$ cat src/core/dspwm_defs.svh
// constants for the dual-slope pwm compare output block
// Functional notes
// - dual-slope buffered compares load at bottom in 8/9, at top otherwise
// - action two non-inverted, three inverted in dual-slope
// - pin driven only when direction bit says output
// - dual-slope match action depends on count direction
// - dual-slope period is two times divisor times top
// - dual-slope compare at bottom or top gives steady level
// - mode 9 action 1 toggles chan A, half duty
// - timer tick is only an enable on mclk
// - nonzero action field takes the pin over, action 1 only where toggle exists
// - non-pwm actions: port, toggle, clear, set
// - fast pwm: match and bottom set or clear output
// - fast action 1 toggles chan A only in 14/15
// - fast pwm ignores match at top except for action 1, keeps bottom action
// - action field decoded per current wave mode class
// - dual-slope counts up to top then down; top source
// - dual-slope wrap flag at bottom, capture flag at top in 8/10
`ifndef DSPWM_DEFS_SVH
`define DSPWM_DEFS_SVH
`define DSPWM_OFF_CTRL_A 8'h00
`define DSPWM_OFF_CTRL_B 8'h04
`define DSPWM_OFF_COUNT 8'h08
`define DSPWM_OFF_CMP_A 8'h0C
`define DSPWM_OFF_CMP_B 8'h10
`define DSPWM_OFF_CAPT 8'h14
`define DSPWM_OFF_STATUS 8'h18
`define DSPWM_OFF_MASK 8'h1C
`define DSPWM_OFF_PINDIR 8'h20
`define DSPWM_ST_WRAP 0
`define DSPWM_ST_MATCH_A 1
`define DSPWM_ST_MATCH_B 2
`define DSPWM_ST_CAPT 3
`define DSPWM_RST16 16'h0000
`define DSPWM_MAX16 16'hFFFF
`define DSPWM_TOP8 16'h00FF
`define DSPWM_TOP9 16'h01FF
`define DSPWM_TOP10 16'h03FF
`define DSPWM_DIV8_MASK 10'h007
`define DSPWM_DIV64_MASK 10'h03F
`define DSPWM_DIV256_MASK 10'h0FF
`define DSPWM_DIV1024_MASK 10'h3FF
`define DSPWM_ACT_PORT 2'h0
`define DSPWM_ACT_TOGGLE 2'h1
`define DSPWM_ACT_CLEAR 2'h2
`define DSPWM_ACT_SET 2'h3
`endif

$ cat src/core/dspwm_pkg.sv
// types for the dual-slope pwm compare output block
package dspwm_pkg;
    typedef enum logic [1:0] {CLS_NORMAL, CLS_FAST, CLS_DUAL} dspwm_cls_t;
    typedef struct packed {
        logic [1:0] act_a;
        logic [1:0] act_b;
        logic [3:0] wave_mode_sel;
        logic [2:0] clk_sel;
    } dspwm_ctrl_t;
endpackage

$ cat src/core/dspwm_top.sv
// dual-slope pwm timer with compare outputs and wishbone registers
`timescale 1ns/1ns
`default_nettype none
`include "dspwm_defs.svh"
module dspwm_top
    import dspwm_pkg::*;
(
    // clock and reset
    input wire logic mclk,
    input wire logic rst,
    // wishbone classic slave
    input wire logic wb_cyc_i,
    input wire logic wb_stb_i,
    input wire logic wb_we_i,
    input wire logic [7:0] wb_adr_i,
    input wire logic [3:0] wb_sel_i,
    input wire logic [31:0] wb_dat_i,
    output logic [31:0] wb_dat_o,
    output logic wb_ack_o,
    // interrupt
    output logic irq,
    // normal port data for the two pins
    input wire logic port_a_data,
    input wire logic port_b_data,
    // pins
    output logic first_timer_chan_a_out,
    output logic first_timer_chan_a_oe,
    output logic first_timer_chan_b_out,
    output logic first_timer_chan_b_oe
);
    dspwm_ctrl_t ctrl_q;
    logic [15:0] count_value;
    logic dir_up_q;
    logic [1:0][15:0] cmp_buf_q;
    logic [1:0][15:0] cmp_q;
    logic [15:0] capture_top_reg;
    logic [3:0] status_q;
    logic [3:0] mask_q;
    logic [1:0] pin_direction_bit;
    logic [9:0] pre_q;
    logic [1:0] wave_q;
    logic ack_q;
    logic [31:0] rdat_q;
    logic req;
    logic wr_en;
    logic timer_tick;
    logic [15:0] top;
    dspwm_cls_t cls;
    logic [3:0] wm;
    logic top_hit;
    logic bottom_hit;
    logic up_phase;
    logic top_is_capt;
    logic load_cmp;
    logic cnt_wr;
    logic st_wr;
    logic [3:0] st_set;
    logic [1:0] match;
    logic [1:0] conn;
    logic [7:0] adr;
    logic [15:0] wdat16;

    assign wm = ctrl_q.wave_mode_sel;
    assign adr = {wb_adr_i[7:2], 2'b00};
    assign req = wb_cyc_i && wb_stb_i;
    // write lands on the edge where the master sees ack
    assign wr_en = req && wb_we_i && ack_q;
    assign cnt_wr = wr_en && (adr == `DSPWM_OFF_COUNT);
    assign st_wr = wr_en && (adr == `DSPWM_OFF_STATUS);

    function automatic logic [15:0] merge16(input logic [15:0] old,
                                            input logic [15:0] nw,
                                            input logic [3:0] sel);
        logic [15:0] r;
        r = old;
        if (sel[0])
        begin
            r[7:0] = nw[7:0];
        end
        if (sel[1])
        begin
            r[15:8] = nw[15:8];
        end
        return r;
    endfunction

    assign wdat16 = wb_dat_i[15:0];

    // mode class decoding drives everything downstream
    always_comb
    begin
        unique case (wm)
            4'h1, 4'h2, 4'h3, 4'h8, 4'h9, 4'hA, 4'hB: cls = CLS_DUAL;
            4'h5, 4'h6, 4'h7, 4'hE, 4'hF: cls = CLS_FAST;
            4'h0, 4'h4, 4'hC, 4'hD: cls = CLS_NORMAL;
        endcase
    end

    // top source per wave mode
    always_comb
    begin
        top_is_capt = 1'b0;
        unique case (wm)
            4'h1, 4'h5: top = `DSPWM_TOP8;
            4'h2, 4'h6: top = `DSPWM_TOP9;
            4'h3, 4'h7: top = `DSPWM_TOP10;
            4'h4, 4'h9, 4'hB, 4'hF: top = cmp_q[0];
            4'h8, 4'hA, 4'hC, 4'hE:
            begin
                top = capture_top_reg;
                top_is_capt = 1'b1;
            end
            4'h0, 4'hD: top = `DSPWM_MAX16;
        endcase
    end

    // prescaled tick; external sources are not modelled and stop it
    always_comb
    begin
        unique case (ctrl_q.clk_sel)
            3'h1: timer_tick = 1'b1;
            3'h2: timer_tick = (pre_q & `DSPWM_DIV8_MASK) == `DSPWM_DIV8_MASK;
            3'h3: timer_tick = (pre_q & `DSPWM_DIV64_MASK)
                               == `DSPWM_DIV64_MASK;
            3'h4: timer_tick = (pre_q & `DSPWM_DIV256_MASK)
                               == `DSPWM_DIV256_MASK;
            3'h5: timer_tick = pre_q == `DSPWM_DIV1024_MASK;
            3'h0, 3'h6, 3'h7: timer_tick = 1'b0;
        endcase
    end

    always_ff @(posedge mclk or posedge rst)
    begin
        if (rst)
        begin
            pre_q <= 10'h000;
        end
        else if (ctrl_q.clk_sel == 3'h0)
        begin
            pre_q <= 10'h000;
        end
        else
        begin
            pre_q <= pre_q + 10'h001;
        end
    end

    assign top_hit = timer_tick && (count_value == top);
    assign bottom_hit = timer_tick && (count_value == `DSPWM_RST16);
    // bottom counts as rising, top as falling, for the steady extremes
    assign up_phase = (count_value == `DSPWM_RST16)
                      || (dir_up_q && (count_value != top));

    // counter: every step is qualified by the tick
    always_ff @(posedge mclk or posedge rst)
    begin
        if (rst)
        begin
            count_value <= `DSPWM_RST16;
            dir_up_q <= 1'b1;
        end
        else if (cnt_wr)
        begin
            count_value <= merge16(count_value, wdat16, wb_sel_i);
        end
        else if (timer_tick)
        begin
            if (cls == CLS_DUAL)
            begin
                if (dir_up_q && count_value >= top)
                begin
                    dir_up_q <= 1'b0;
                    count_value <= count_value - 16'h0001;
                end
                else if (!dir_up_q && count_value == `DSPWM_RST16)
                begin
                    dir_up_q <= 1'b1;
                    count_value <= count_value + 16'h0001;
                end
                else if (dir_up_q)
                begin
                    count_value <= count_value + 16'h0001;
                end
                else
                begin
                    count_value <= count_value - 16'h0001;
                end
            end
            else
            begin
                dir_up_q <= 1'b1;
                if (wm != 4'h0 && count_value == top)
                begin
                    count_value <= `DSPWM_RST16;
                end
                else
                begin
                    count_value <= count_value + 16'h0001;
                end
            end
        end
    end

    // buffered compare loads: bottom in 8/9, top in phase correct,
    // wrap in fast pwm, at once otherwise
    always_comb
    begin
        unique case (wm)
            4'h8, 4'h9: load_cmp = bottom_hit;
            4'h1, 4'h2, 4'h3, 4'hA, 4'hB: load_cmp = top_hit;
            4'h5, 4'h6, 4'h7, 4'hE, 4'hF: load_cmp = top_hit;
            4'h0, 4'h4, 4'hC, 4'hD: load_cmp = 1'b1;
        endcase
    end

    always_ff @(posedge mclk or posedge rst)
    begin
        if (rst)
        begin
            cmp_q <= '0;
        end
        else if (load_cmp)
        begin
            cmp_q <= cmp_buf_q;
        end
    end

    // interrupt sources; set wins over a same-cycle clear
    assign st_set[`DSPWM_ST_WRAP] = (cls == CLS_DUAL) ? bottom_hit
                                  : (cls == CLS_FAST) ? top_hit
                                  : (timer_tick
                                     && count_value == `DSPWM_MAX16);
    assign st_set[`DSPWM_ST_MATCH_A] = match[0];
    assign st_set[`DSPWM_ST_MATCH_B] = match[1];
    assign st_set[`DSPWM_ST_CAPT] = top_hit && top_is_capt;

    always_ff @(posedge mclk or posedge rst)
    begin
        if (rst)
        begin
            status_q <= 4'h0;
        end
        else
        begin
            status_q <= (status_q & ~(st_wr ? wb_dat_i[3:0] : 4'h0))
                        | st_set;
        end
    end

    assign irq = |(status_q & mask_q);

    // register writes
    always_ff @(posedge mclk or posedge rst)
    begin
        if (rst)
        begin
            ctrl_q <= '0;
            cmp_buf_q <= '0;
            capture_top_reg <= `DSPWM_RST16;
            mask_q <= 4'h0;
            pin_direction_bit <= 2'h0;
        end
        else if (wr_en && wb_sel_i[0])
        begin
            unique case (adr)
                `DSPWM_OFF_CTRL_A:
                begin
                    ctrl_q.act_a <= wb_dat_i[7:6];
                    ctrl_q.act_b <= wb_dat_i[5:4];
                    ctrl_q.wave_mode_sel[1:0] <= wb_dat_i[1:0];
                end
                `DSPWM_OFF_CTRL_B:
                begin
                    ctrl_q.wave_mode_sel[3:2] <= wb_dat_i[4:3];
                    ctrl_q.clk_sel <= wb_dat_i[2:0];
                end
                `DSPWM_OFF_CMP_A:
                    cmp_buf_q[0] <= merge16(cmp_buf_q[0], wdat16, wb_sel_i);
                `DSPWM_OFF_CMP_B:
                    cmp_buf_q[1] <= merge16(cmp_buf_q[1], wdat16, wb_sel_i);
                `DSPWM_OFF_CAPT:
                    capture_top_reg <= merge16(capture_top_reg, wdat16,
                                               wb_sel_i);
                `DSPWM_OFF_MASK: mask_q <= wb_dat_i[3:0];
                `DSPWM_OFF_PINDIR: pin_direction_bit <= wb_dat_i[1:0];
                default: ;
            endcase
        end
        else if (wr_en && wb_sel_i[1])
        begin
            unique case (adr)
                `DSPWM_OFF_CMP_A:
                    cmp_buf_q[0] <= merge16(cmp_buf_q[0], wdat16, wb_sel_i);
                `DSPWM_OFF_CMP_B:
                    cmp_buf_q[1] <= merge16(cmp_buf_q[1], wdat16, wb_sel_i);
                `DSPWM_OFF_CAPT:
                    capture_top_reg <= merge16(capture_top_reg, wdat16,
                                               wb_sel_i);
                default: ;
            endcase
        end
    end

    // ack one cycle after the request, read data captured with it
    always_ff @(posedge mclk or posedge rst)
    begin
        if (rst)
        begin
            ack_q <= 1'b0;
            rdat_q <= 32'h0000_0000;
        end
        else
        begin
            ack_q <= req && !ack_q;
            unique case (adr)
                `DSPWM_OFF_CTRL_A: rdat_q <= {24'h0, ctrl_q.act_a,
                                   ctrl_q.act_b, 2'h0,
                                   ctrl_q.wave_mode_sel[1:0]};
                `DSPWM_OFF_CTRL_B: rdat_q <= {27'h0,
                                   ctrl_q.wave_mode_sel[3:2],
                                   ctrl_q.clk_sel};
                `DSPWM_OFF_COUNT: rdat_q <= {16'h0, count_value};
                `DSPWM_OFF_CMP_A: rdat_q <= {16'h0, cmp_buf_q[0]};
                `DSPWM_OFF_CMP_B: rdat_q <= {16'h0, cmp_buf_q[1]};
                `DSPWM_OFF_CAPT: rdat_q <= {16'h0, capture_top_reg};
                `DSPWM_OFF_STATUS: rdat_q <= {28'h0, status_q};
                `DSPWM_OFF_MASK: rdat_q <= {28'h0, mask_q};
                `DSPWM_OFF_PINDIR: rdat_q <= {30'h0, pin_direction_bit};
                default: rdat_q <= 32'h0000_0000;
            endcase
        end
    end

    assign wb_ack_o = ack_q;
    assign wb_dat_o = rdat_q;

    // waveform generation, one block per channel
    for (genvar i = 0; i < 2; i++)
    begin : g_chan
        logic [1:0] act;
        logic toggle_ok;
        assign act = (i == 0) ? ctrl_q.act_a : ctrl_q.act_b;
        // toggling exists for chan B only in non-pwm modes
        assign toggle_ok = (cls == CLS_NORMAL)
                           || (i == 0 && cls == CLS_FAST
                               && (wm == 4'hE || wm == 4'hF))
                           || (i == 0 && cls == CLS_DUAL
                               && (wm == 4'h9 || wm == 4'hB));
        assign conn[i] = (act != `DSPWM_ACT_PORT)
                         && (act != `DSPWM_ACT_TOGGLE || toggle_ok);
        assign match[i] = timer_tick && (count_value == cmp_q[i]);

        always_ff @(posedge mclk or posedge rst)
        begin
            if (rst)
            begin
                wave_q[i] <= 1'b0;
            end
            else if (conn[i])
            begin
                unique case (cls)
                    CLS_NORMAL:
                    begin
                        if (match[i])
                        begin
                            unique case (act)
                                `DSPWM_ACT_TOGGLE: wave_q[i] <= !wave_q[i];
                                `DSPWM_ACT_CLEAR: wave_q[i] <= 1'b0;
                                `DSPWM_ACT_SET: wave_q[i] <= 1'b1;
                                default: ;
                            endcase
                        end
                    end
                    CLS_FAST:
                    begin
                        if (act == `DSPWM_ACT_TOGGLE)
                        begin
                            if (match[i])
                            begin
                                wave_q[i] <= !wave_q[i];
                            end
                        end
                        // a match at top is dropped; the bottom action wins
                        else if (top_hit)
                        begin
                            wave_q[i] <= (act == `DSPWM_ACT_CLEAR);
                        end
                        else if (match[i])
                        begin
                            wave_q[i] <= (act == `DSPWM_ACT_SET);
                        end
                    end
                    CLS_DUAL:
                    begin
                        if (act == `DSPWM_ACT_TOGGLE)
                        begin
                            if (match[i])
                            begin
                                wave_q[i] <= !wave_q[i];
                            end
                        end
                        else if (match[i])
                        begin
                            wave_q[i] <= up_phase
                                         ? (act == `DSPWM_ACT_SET)
                                         : (act == `DSPWM_ACT_CLEAR);
                        end
                    end
                endcase
            end
        end
    end

    assign first_timer_chan_a_out = conn[0] ? wave_q[0] : port_a_data;
    assign first_timer_chan_b_out = conn[1] ? wave_q[1] : port_b_data;
    assign first_timer_chan_a_oe = pin_direction_bit[0];
    assign first_timer_chan_b_oe = pin_direction_bit[1];

    AST_PFC_LOAD_BOTTOM: assert property (
        @(posedge mclk) disable iff (rst)
        ((wm == 4'h8) && $past(wm == 4'h8) && (cmp_q[1] != $past(cmp_q[1])))
        |-> $past(bottom_hit))
        else $error("compare loaded away from bottom");
    AST_DUAL_NONINV_UP: assert property (
        @(posedge mclk) disable iff (rst)
        (cls == CLS_DUAL && ctrl_q.act_b == `DSPWM_ACT_CLEAR && match[1]
         && up_phase) |=> !wave_q[1])
        else $error("non-inverted output not cleared on rising match");
    AST_DUAL_INV_DOWN: assert property (
        @(posedge mclk) disable iff (rst)
        (cls == CLS_DUAL && ctrl_q.act_b == `DSPWM_ACT_SET && match[1]
         && !up_phase) |=> !wave_q[1])
        else $error("inverted output not cleared on falling match");
    AST_PIN_DRIVER: assert property (
        @(posedge mclk) disable iff (rst)
        !pin_direction_bit[1] |-> !first_timer_chan_b_oe)
        else $error("pin driven without direction bit");
    AST_M9_TOGGLE: assert property (
        @(posedge mclk) disable iff (rst)
        (wm == 4'h9 && ctrl_q.act_a == `DSPWM_ACT_TOGGLE && match[0])
        |=> wave_q[0] != $past(wave_q[0]))
        else $error("mode 9 toggle missing");
    AST_TICK_ENABLE: assert property (
        @(posedge mclk) disable iff (rst)
        (!timer_tick && !cnt_wr) |=> count_value == $past(count_value))
        else $error("counter moved without tick");
    AST_OVERRIDE: assert property (
        @(posedge mclk) disable iff (rst)
        (ctrl_q.act_a == `DSPWM_ACT_SET)
        |-> first_timer_chan_a_out == wave_q[0])
        else $error("action field did not take the pin");
    AST_NONPWM_SET: assert property (
        @(posedge mclk) disable iff (rst)
        (cls == CLS_NORMAL && ctrl_q.act_a == `DSPWM_ACT_SET && match[0])
        |=> wave_q[0])
        else $error("non-pwm set on match missing");
    AST_FAST_BOTTOM: assert property (
        @(posedge mclk) disable iff (rst)
        (cls == CLS_FAST && ctrl_q.act_b == `DSPWM_ACT_CLEAR && top_hit)
        |=> wave_q[1] && count_value == 16'h0000)
        else $error("fast pwm bottom set missing");
    AST_FAST_B_PORT: assert property (
        @(posedge mclk) disable iff (rst)
        (cls == CLS_FAST && ctrl_q.act_b == `DSPWM_ACT_TOGGLE)
        |-> first_timer_chan_b_out == port_b_data)
        else $error("chan B toggle in fast pwm");
    AST_FAST_TOP_IGNORE: assert property (
        @(posedge mclk) disable iff (rst)
        (cls == CLS_FAST && ctrl_q.act_a == `DSPWM_ACT_SET && top_hit)
        |=> !wave_q[0])
        else $error("fast pwm match at top not ignored");
    AST_DUAL_TURN: assert property (
        @(posedge mclk) disable iff (rst)
        (cls == CLS_DUAL && top_hit && dir_up_q && !cnt_wr
         && $stable(wm)) |=> !dir_up_q)
        else $error("dual-slope count did not turn at top");
    AST_WRAP_BOTTOM: assert property (
        @(posedge mclk) disable iff (rst)
        (cls == CLS_DUAL && bottom_hit) |=> status_q[`DSPWM_ST_WRAP])
        else $error("wrap flag missed at bottom");
    COV_PFC_PERIOD: cover property (@(posedge mclk) disable iff (rst)
        wm == 4'h9 && top_hit ##[1:300] bottom_hit);
    COV_FAST_PWM: cover property (@(posedge mclk) disable iff (rst)
        cls == CLS_FAST && conn[1] && top_hit);
    COV_IRQ: cover property (@(posedge mclk) disable iff (rst)
        $rose(irq));
endmodule // dspwm_top
`default_nettype wire

$ cat config.mk
export PLATFORM = sky130hd
export DESIGN_NAME = dspwm_top
export DESIGN_NICKNAME = d
export VERILOG_FILES = /design/src/core/dspwm_pkg.sv /design/src/core/dspwm_top.sv
export VERILOG_INCLUDE_DIRS = /design/src /design/src/core
export SDC_FILE = /design/constraint.sdc
export NUM_CORES = 1
export LEC_CHECK = 0
export CAP_MARGIN = 10
export CELL_PAD_IN_SITES_DETAIL_PLACEMENT = 2
export CELL_PAD_IN_SITES_GLOBAL_PLACEMENT = 2
export CORE_MARGIN = 2
export CORE_UTILIZATION = 30
export DETAILED_ROUTE_END_ITERATION = 12
export DONT_BUFFER_PORTS = 1
export HOLD_SLACK_MARGIN = 0.02
export PLACE_DENSITY = 0.7
export SLEW_MARGIN = 20
export SYNTH_ARGS = -nofsm -noshare
export SYNTH_HDL_FRONTEND = slang
export SYNTH_SLANG_ARGS = --single-unit
$ cat constraint.sdc
create_clock -name mclk -period 9.45 [get_ports mclk]
set_clock_uncertainty 0.15 [all_clocks]
set_input_delay 0.4725 -clock mclk [delete_from_list [all_inputs] [get_ports mclk]]
set_output_delay 0.4725 -clock mclk [all_outputs]
set_load 0.03 [all_outputs]
==> summary.md <==
| Metric | Value |
|---|---|
| Status | finished clean |
| Top flop regs | cmp_buf_q: 32 flops, cmp_q: 32 flops |
| Post-synthesis simple-gate area fraction | 0.154 |
| Die height | between 150 and 200 um |
| Worst Path Required | 9620 ps |
| Path type of the worst min-delay path | in -> reg |
| CP max stage delay | roughly 800 ps |
| Largest net degree at the start of global routing | just over 80 |
| Critical Path, Cell by Cell | or2_2, o21ai_0, a222oi_1, nor2b_1, ha_1, nand4_1, nor4_4, a211oi_2, a31oi_2, mux2i_1, a21o_1, a221o_1 |
| Die area | 0.0305 mm2 |
| Most common flop cell mapped by yosys | dfrtp_1 |
| Vias | slightly below 7000 |
| Initial antenna violation count | 1 |
| Setup bufs post-CTS | 0 |
| CP startpoint kind | flip-flop |
| Register area share after synthesis | 0.421 |
| Xor/xnor cell area share of the yosys netlist | 0.0411 |
| Yosys warnings | 0 |
| Die Wd | 175 um |
| Max_cap viols | 0 |
| Endpoints failing hold | 0 |
| RSZ-0062 raised after global routing | false |
| DRC | 0 |
| Placed inst area | roughly 0.009 mm2 |
| Post-synthesis register bit count | 147 |
| Slew @ Worst Pin | ~920 ps |
| Worst Path Buf+Inv | 0 |
| Fill count | around 3200 |
| Max Fclk | just under 200 MHz |
| Core box area | around 0.029 mm2 |
| Starting density of the core | 0.304 |
| Grt total ovfl | 0 |
| # IOs | 89 |
| Slew Limit Fails | 0 |
| Footprint of the multi-input gates | 0.00469 mm2 |
| Most common cell after layout, fill and taps aside | dfrtp_1 |
| Nets | about 900 |
| Std cell rows | 62 |
| Total track usage | 0.201 |
| CP endpoint kind | flip-flop |
| Commonest non-fill, non-tap cells in the layout | dfrtp_1, mux2_2, nand2_1, nor2_1, o21ai_0 |
| Syn_area_per_cell | 10.4 um2 |
| Worst IR drop on VDD | between 0.0001 and 0.00015 V |
| CTS tree | yes |
| DRT iter0 DRCs | roughly 460 |
| Share of layout cells above drive strength 1 | 0.205 |
| Final GP Congestion | ~0.83 |
| Post-CTS resize count | 0 |
| Syn-to-layout area delta | 10.3% |
| Post-DRT Antenna Nets | 0 |
| Period minus WS final | ~5200 ps |
| Root buffer cell | clkbuf_16 |
| CTS Hold Bufs | 4 |
| Worst path arrival time | between 5000 and 6000 ps |
| Number of global-route vias before repair | between 7000 and 8000 |
| First-pass GRT wire length | ~46000 um |
| Clk_lat worst skew | between 400 and 500 ps |
| Design Area, Final | 0.00963 mm2 |
| Kind of critical path | reg -> reg |
| Final WL | between 20000 and 30000 um |
| Relative slew slack | 0.388 |
| CTS buffer count | 17 |
| I/O Buffers | 0 |
| Antenna cell count | 0 |
| HPWL Detailed | between 20000 and 25000 um |
| Reg area | ~0.0037 mm2 |
| Largest delay contributor family on the critical path | compound AO/OA/AOI/OAI gates |
| Async SR Flop Fraction | 1.00 |
| Vias per cell | 5.57 |
| Drt wl/cell | 24.6 um |
| Pwr dens | about 140 mW/mm2 |
| Mapped Area | 0.00873 mm2 |
| Post-synthesis compound-gate area fraction | 0.137 |
| Number of synthesized flops with an enable pin | 0 |
| DR pass1 iterations | 6 |
| Leakage power | 4.39 nW |
| Syn Inst Count | ~840 |
| Mux cell area share after synthesis | 0.162 |
| Clock transition at path regs | ~70 ps |
| CTS sink cnt | between 100 and 150 |
| Distinct cell type count after synthesis | between 70 and 80 |
| Critical-path cell with the highest stage delay | a31oi_2 |
| Max H-tree Level | 4 |
| Setup violators final | 0 |
| Sum Neg Setup Slack | 0 ps |
| CP max FO | 20 |
| Main combinational cell family by area after synthesis | multiplexers |
| Maximum root-to-sink buffer count | 2 |
| Synth Area in Adders | 0.0344 |
| Share of the clock period used by the worst path | 0.548 |
[stage by stage]
step / hold slack [ps] / setup WS (ps) / utilization / cells / power, mW
floorplan: 283 / 4880 / - / 857 / 0.701
global placement: 304 / 4400 / 0.314 / 1185 / 0.707
detailed placement: 326 / 4370 / 0.314 / 1185 / 0.708
CTS: 21.7 / 4310 / 0.335 / 1221 / 1.39
global route: 24.4 / 4070 / 0.335 / 1221 / 1.42
finish: 35.2 / 4270 / 0.335 / 1221 / 1.38
[final timing paths]
kind                                    start                          to  slack [ps]  cells past startpoint
setup reg to reg            wm[3]$_DFFE_PP0P_  count_value[8]$_DFFE_PP0P_        4270                     12
max in group asynchronous                 rst   cmp_buf_q[29]$_DFFE_PP0P_        7220                      3
min in group asynchronous                 rst          pre_q[1]$_DFF_PP0_         550                      2
hold reg to reg            pre_q[0]$_DFF_PP0_          pre_q[0]$_DFF_PP0_         340                      1
hold / removal                   wb_dat_i[10]   cmp_buf_q[10]$_DFFE_PP0P_          40                      1
setup / recovery            wm[3]$_DFFE_PP0P_  count_value[8]$_DFFE_PP0P_        4270                     12
[worst reg2reg max path: cells and delay by family, from the launching register on]
kind	cells	cell delay, ps
AO/OA/AOI/OAI	6	2170
adder cells (fa/ha/maj)	1	310
flip-flops	1	690
multiplexers	1	270
AND/OR/NAND/NOR	4	1480
[where the power goes]
group          total, mW  internal (mW)  switching [mW]
sequential         0.641          0.633         0.00739
clock              0.678          0.402           0.276
combinational     0.0577         0.0166          0.0412
total               1.38           1.05           0.325
[cells by family after synthesis]
kind of cell | after synthesis
compound gates | 169
xor+xnor | 41
fa+ha+maj | 24
buf+inv | 88
flops | 147
mux | 122
other cells | 1
simple gates | 250
[layout make-up]
| type | instances | area share |
|---|---|---|
| Tap cell | 384 | 0.0499 |
| Inverter | 23 | 0.00949 |
| Multi-Input combinational cell | 622 | 0.488 |
| Clock buffer | 23 | 0.0486 |
| Timing Repair Buffer | 13 | 0.0112 |
| Clock inverter | 9 | 0.0109 |
| Sequential cell | 147 | 0.382 |
[cell usage after synthesis (4+ instances only)]
master	instances	area (um2)
dfrtp_1	146	3650
mux2_2	106	1190
nand2_1	74	278
nor2_1	42	158
clkbuf_1	34	128
o21ai_0	34	170
a21oi_1	30	150
ha_1	24	300
inv_1	23	86.3
xor2_1	22	193
buf_4	20	150
xnor2_1	19	166
nand4_1	16	100
nor3_1	16	80.1
nand3_1	15	75.1
nor2b_1	15	93.8
a221o_1	13	130
o22ai_1	13	81.3
and3_1	12	75.1
mux2i_1	11	110
a22o_1	8	70.1
nor4_1	8	50.1
or3_1	8	50.1
a22oi_1	7	52.6
and2_1	7	43.8
a21o_1	6	45.0
a31oi_1	6	37.5
buf_2	6	30.0
nand2b_1	6	37.5
mux4_2	5	113
o211ai_1	5	37.5
o31ai_1	5	37.5
or2_2	5	31.3
a221oi_1	4	35.0
a222oi_1	4	40.0
o2bb2ai_1	4	35.0
o32ai_1	4	35.0
[layer usage]
layer	track usage	up-vias	wire length, um
met4	0.0583	0	561
met2	0.338	140	14800
met1	0.271	3607	13600
met3	0.0261	30	1050
li1	-	3030	-
met5	0	-	0
Power figures use the tool's default switching activity.
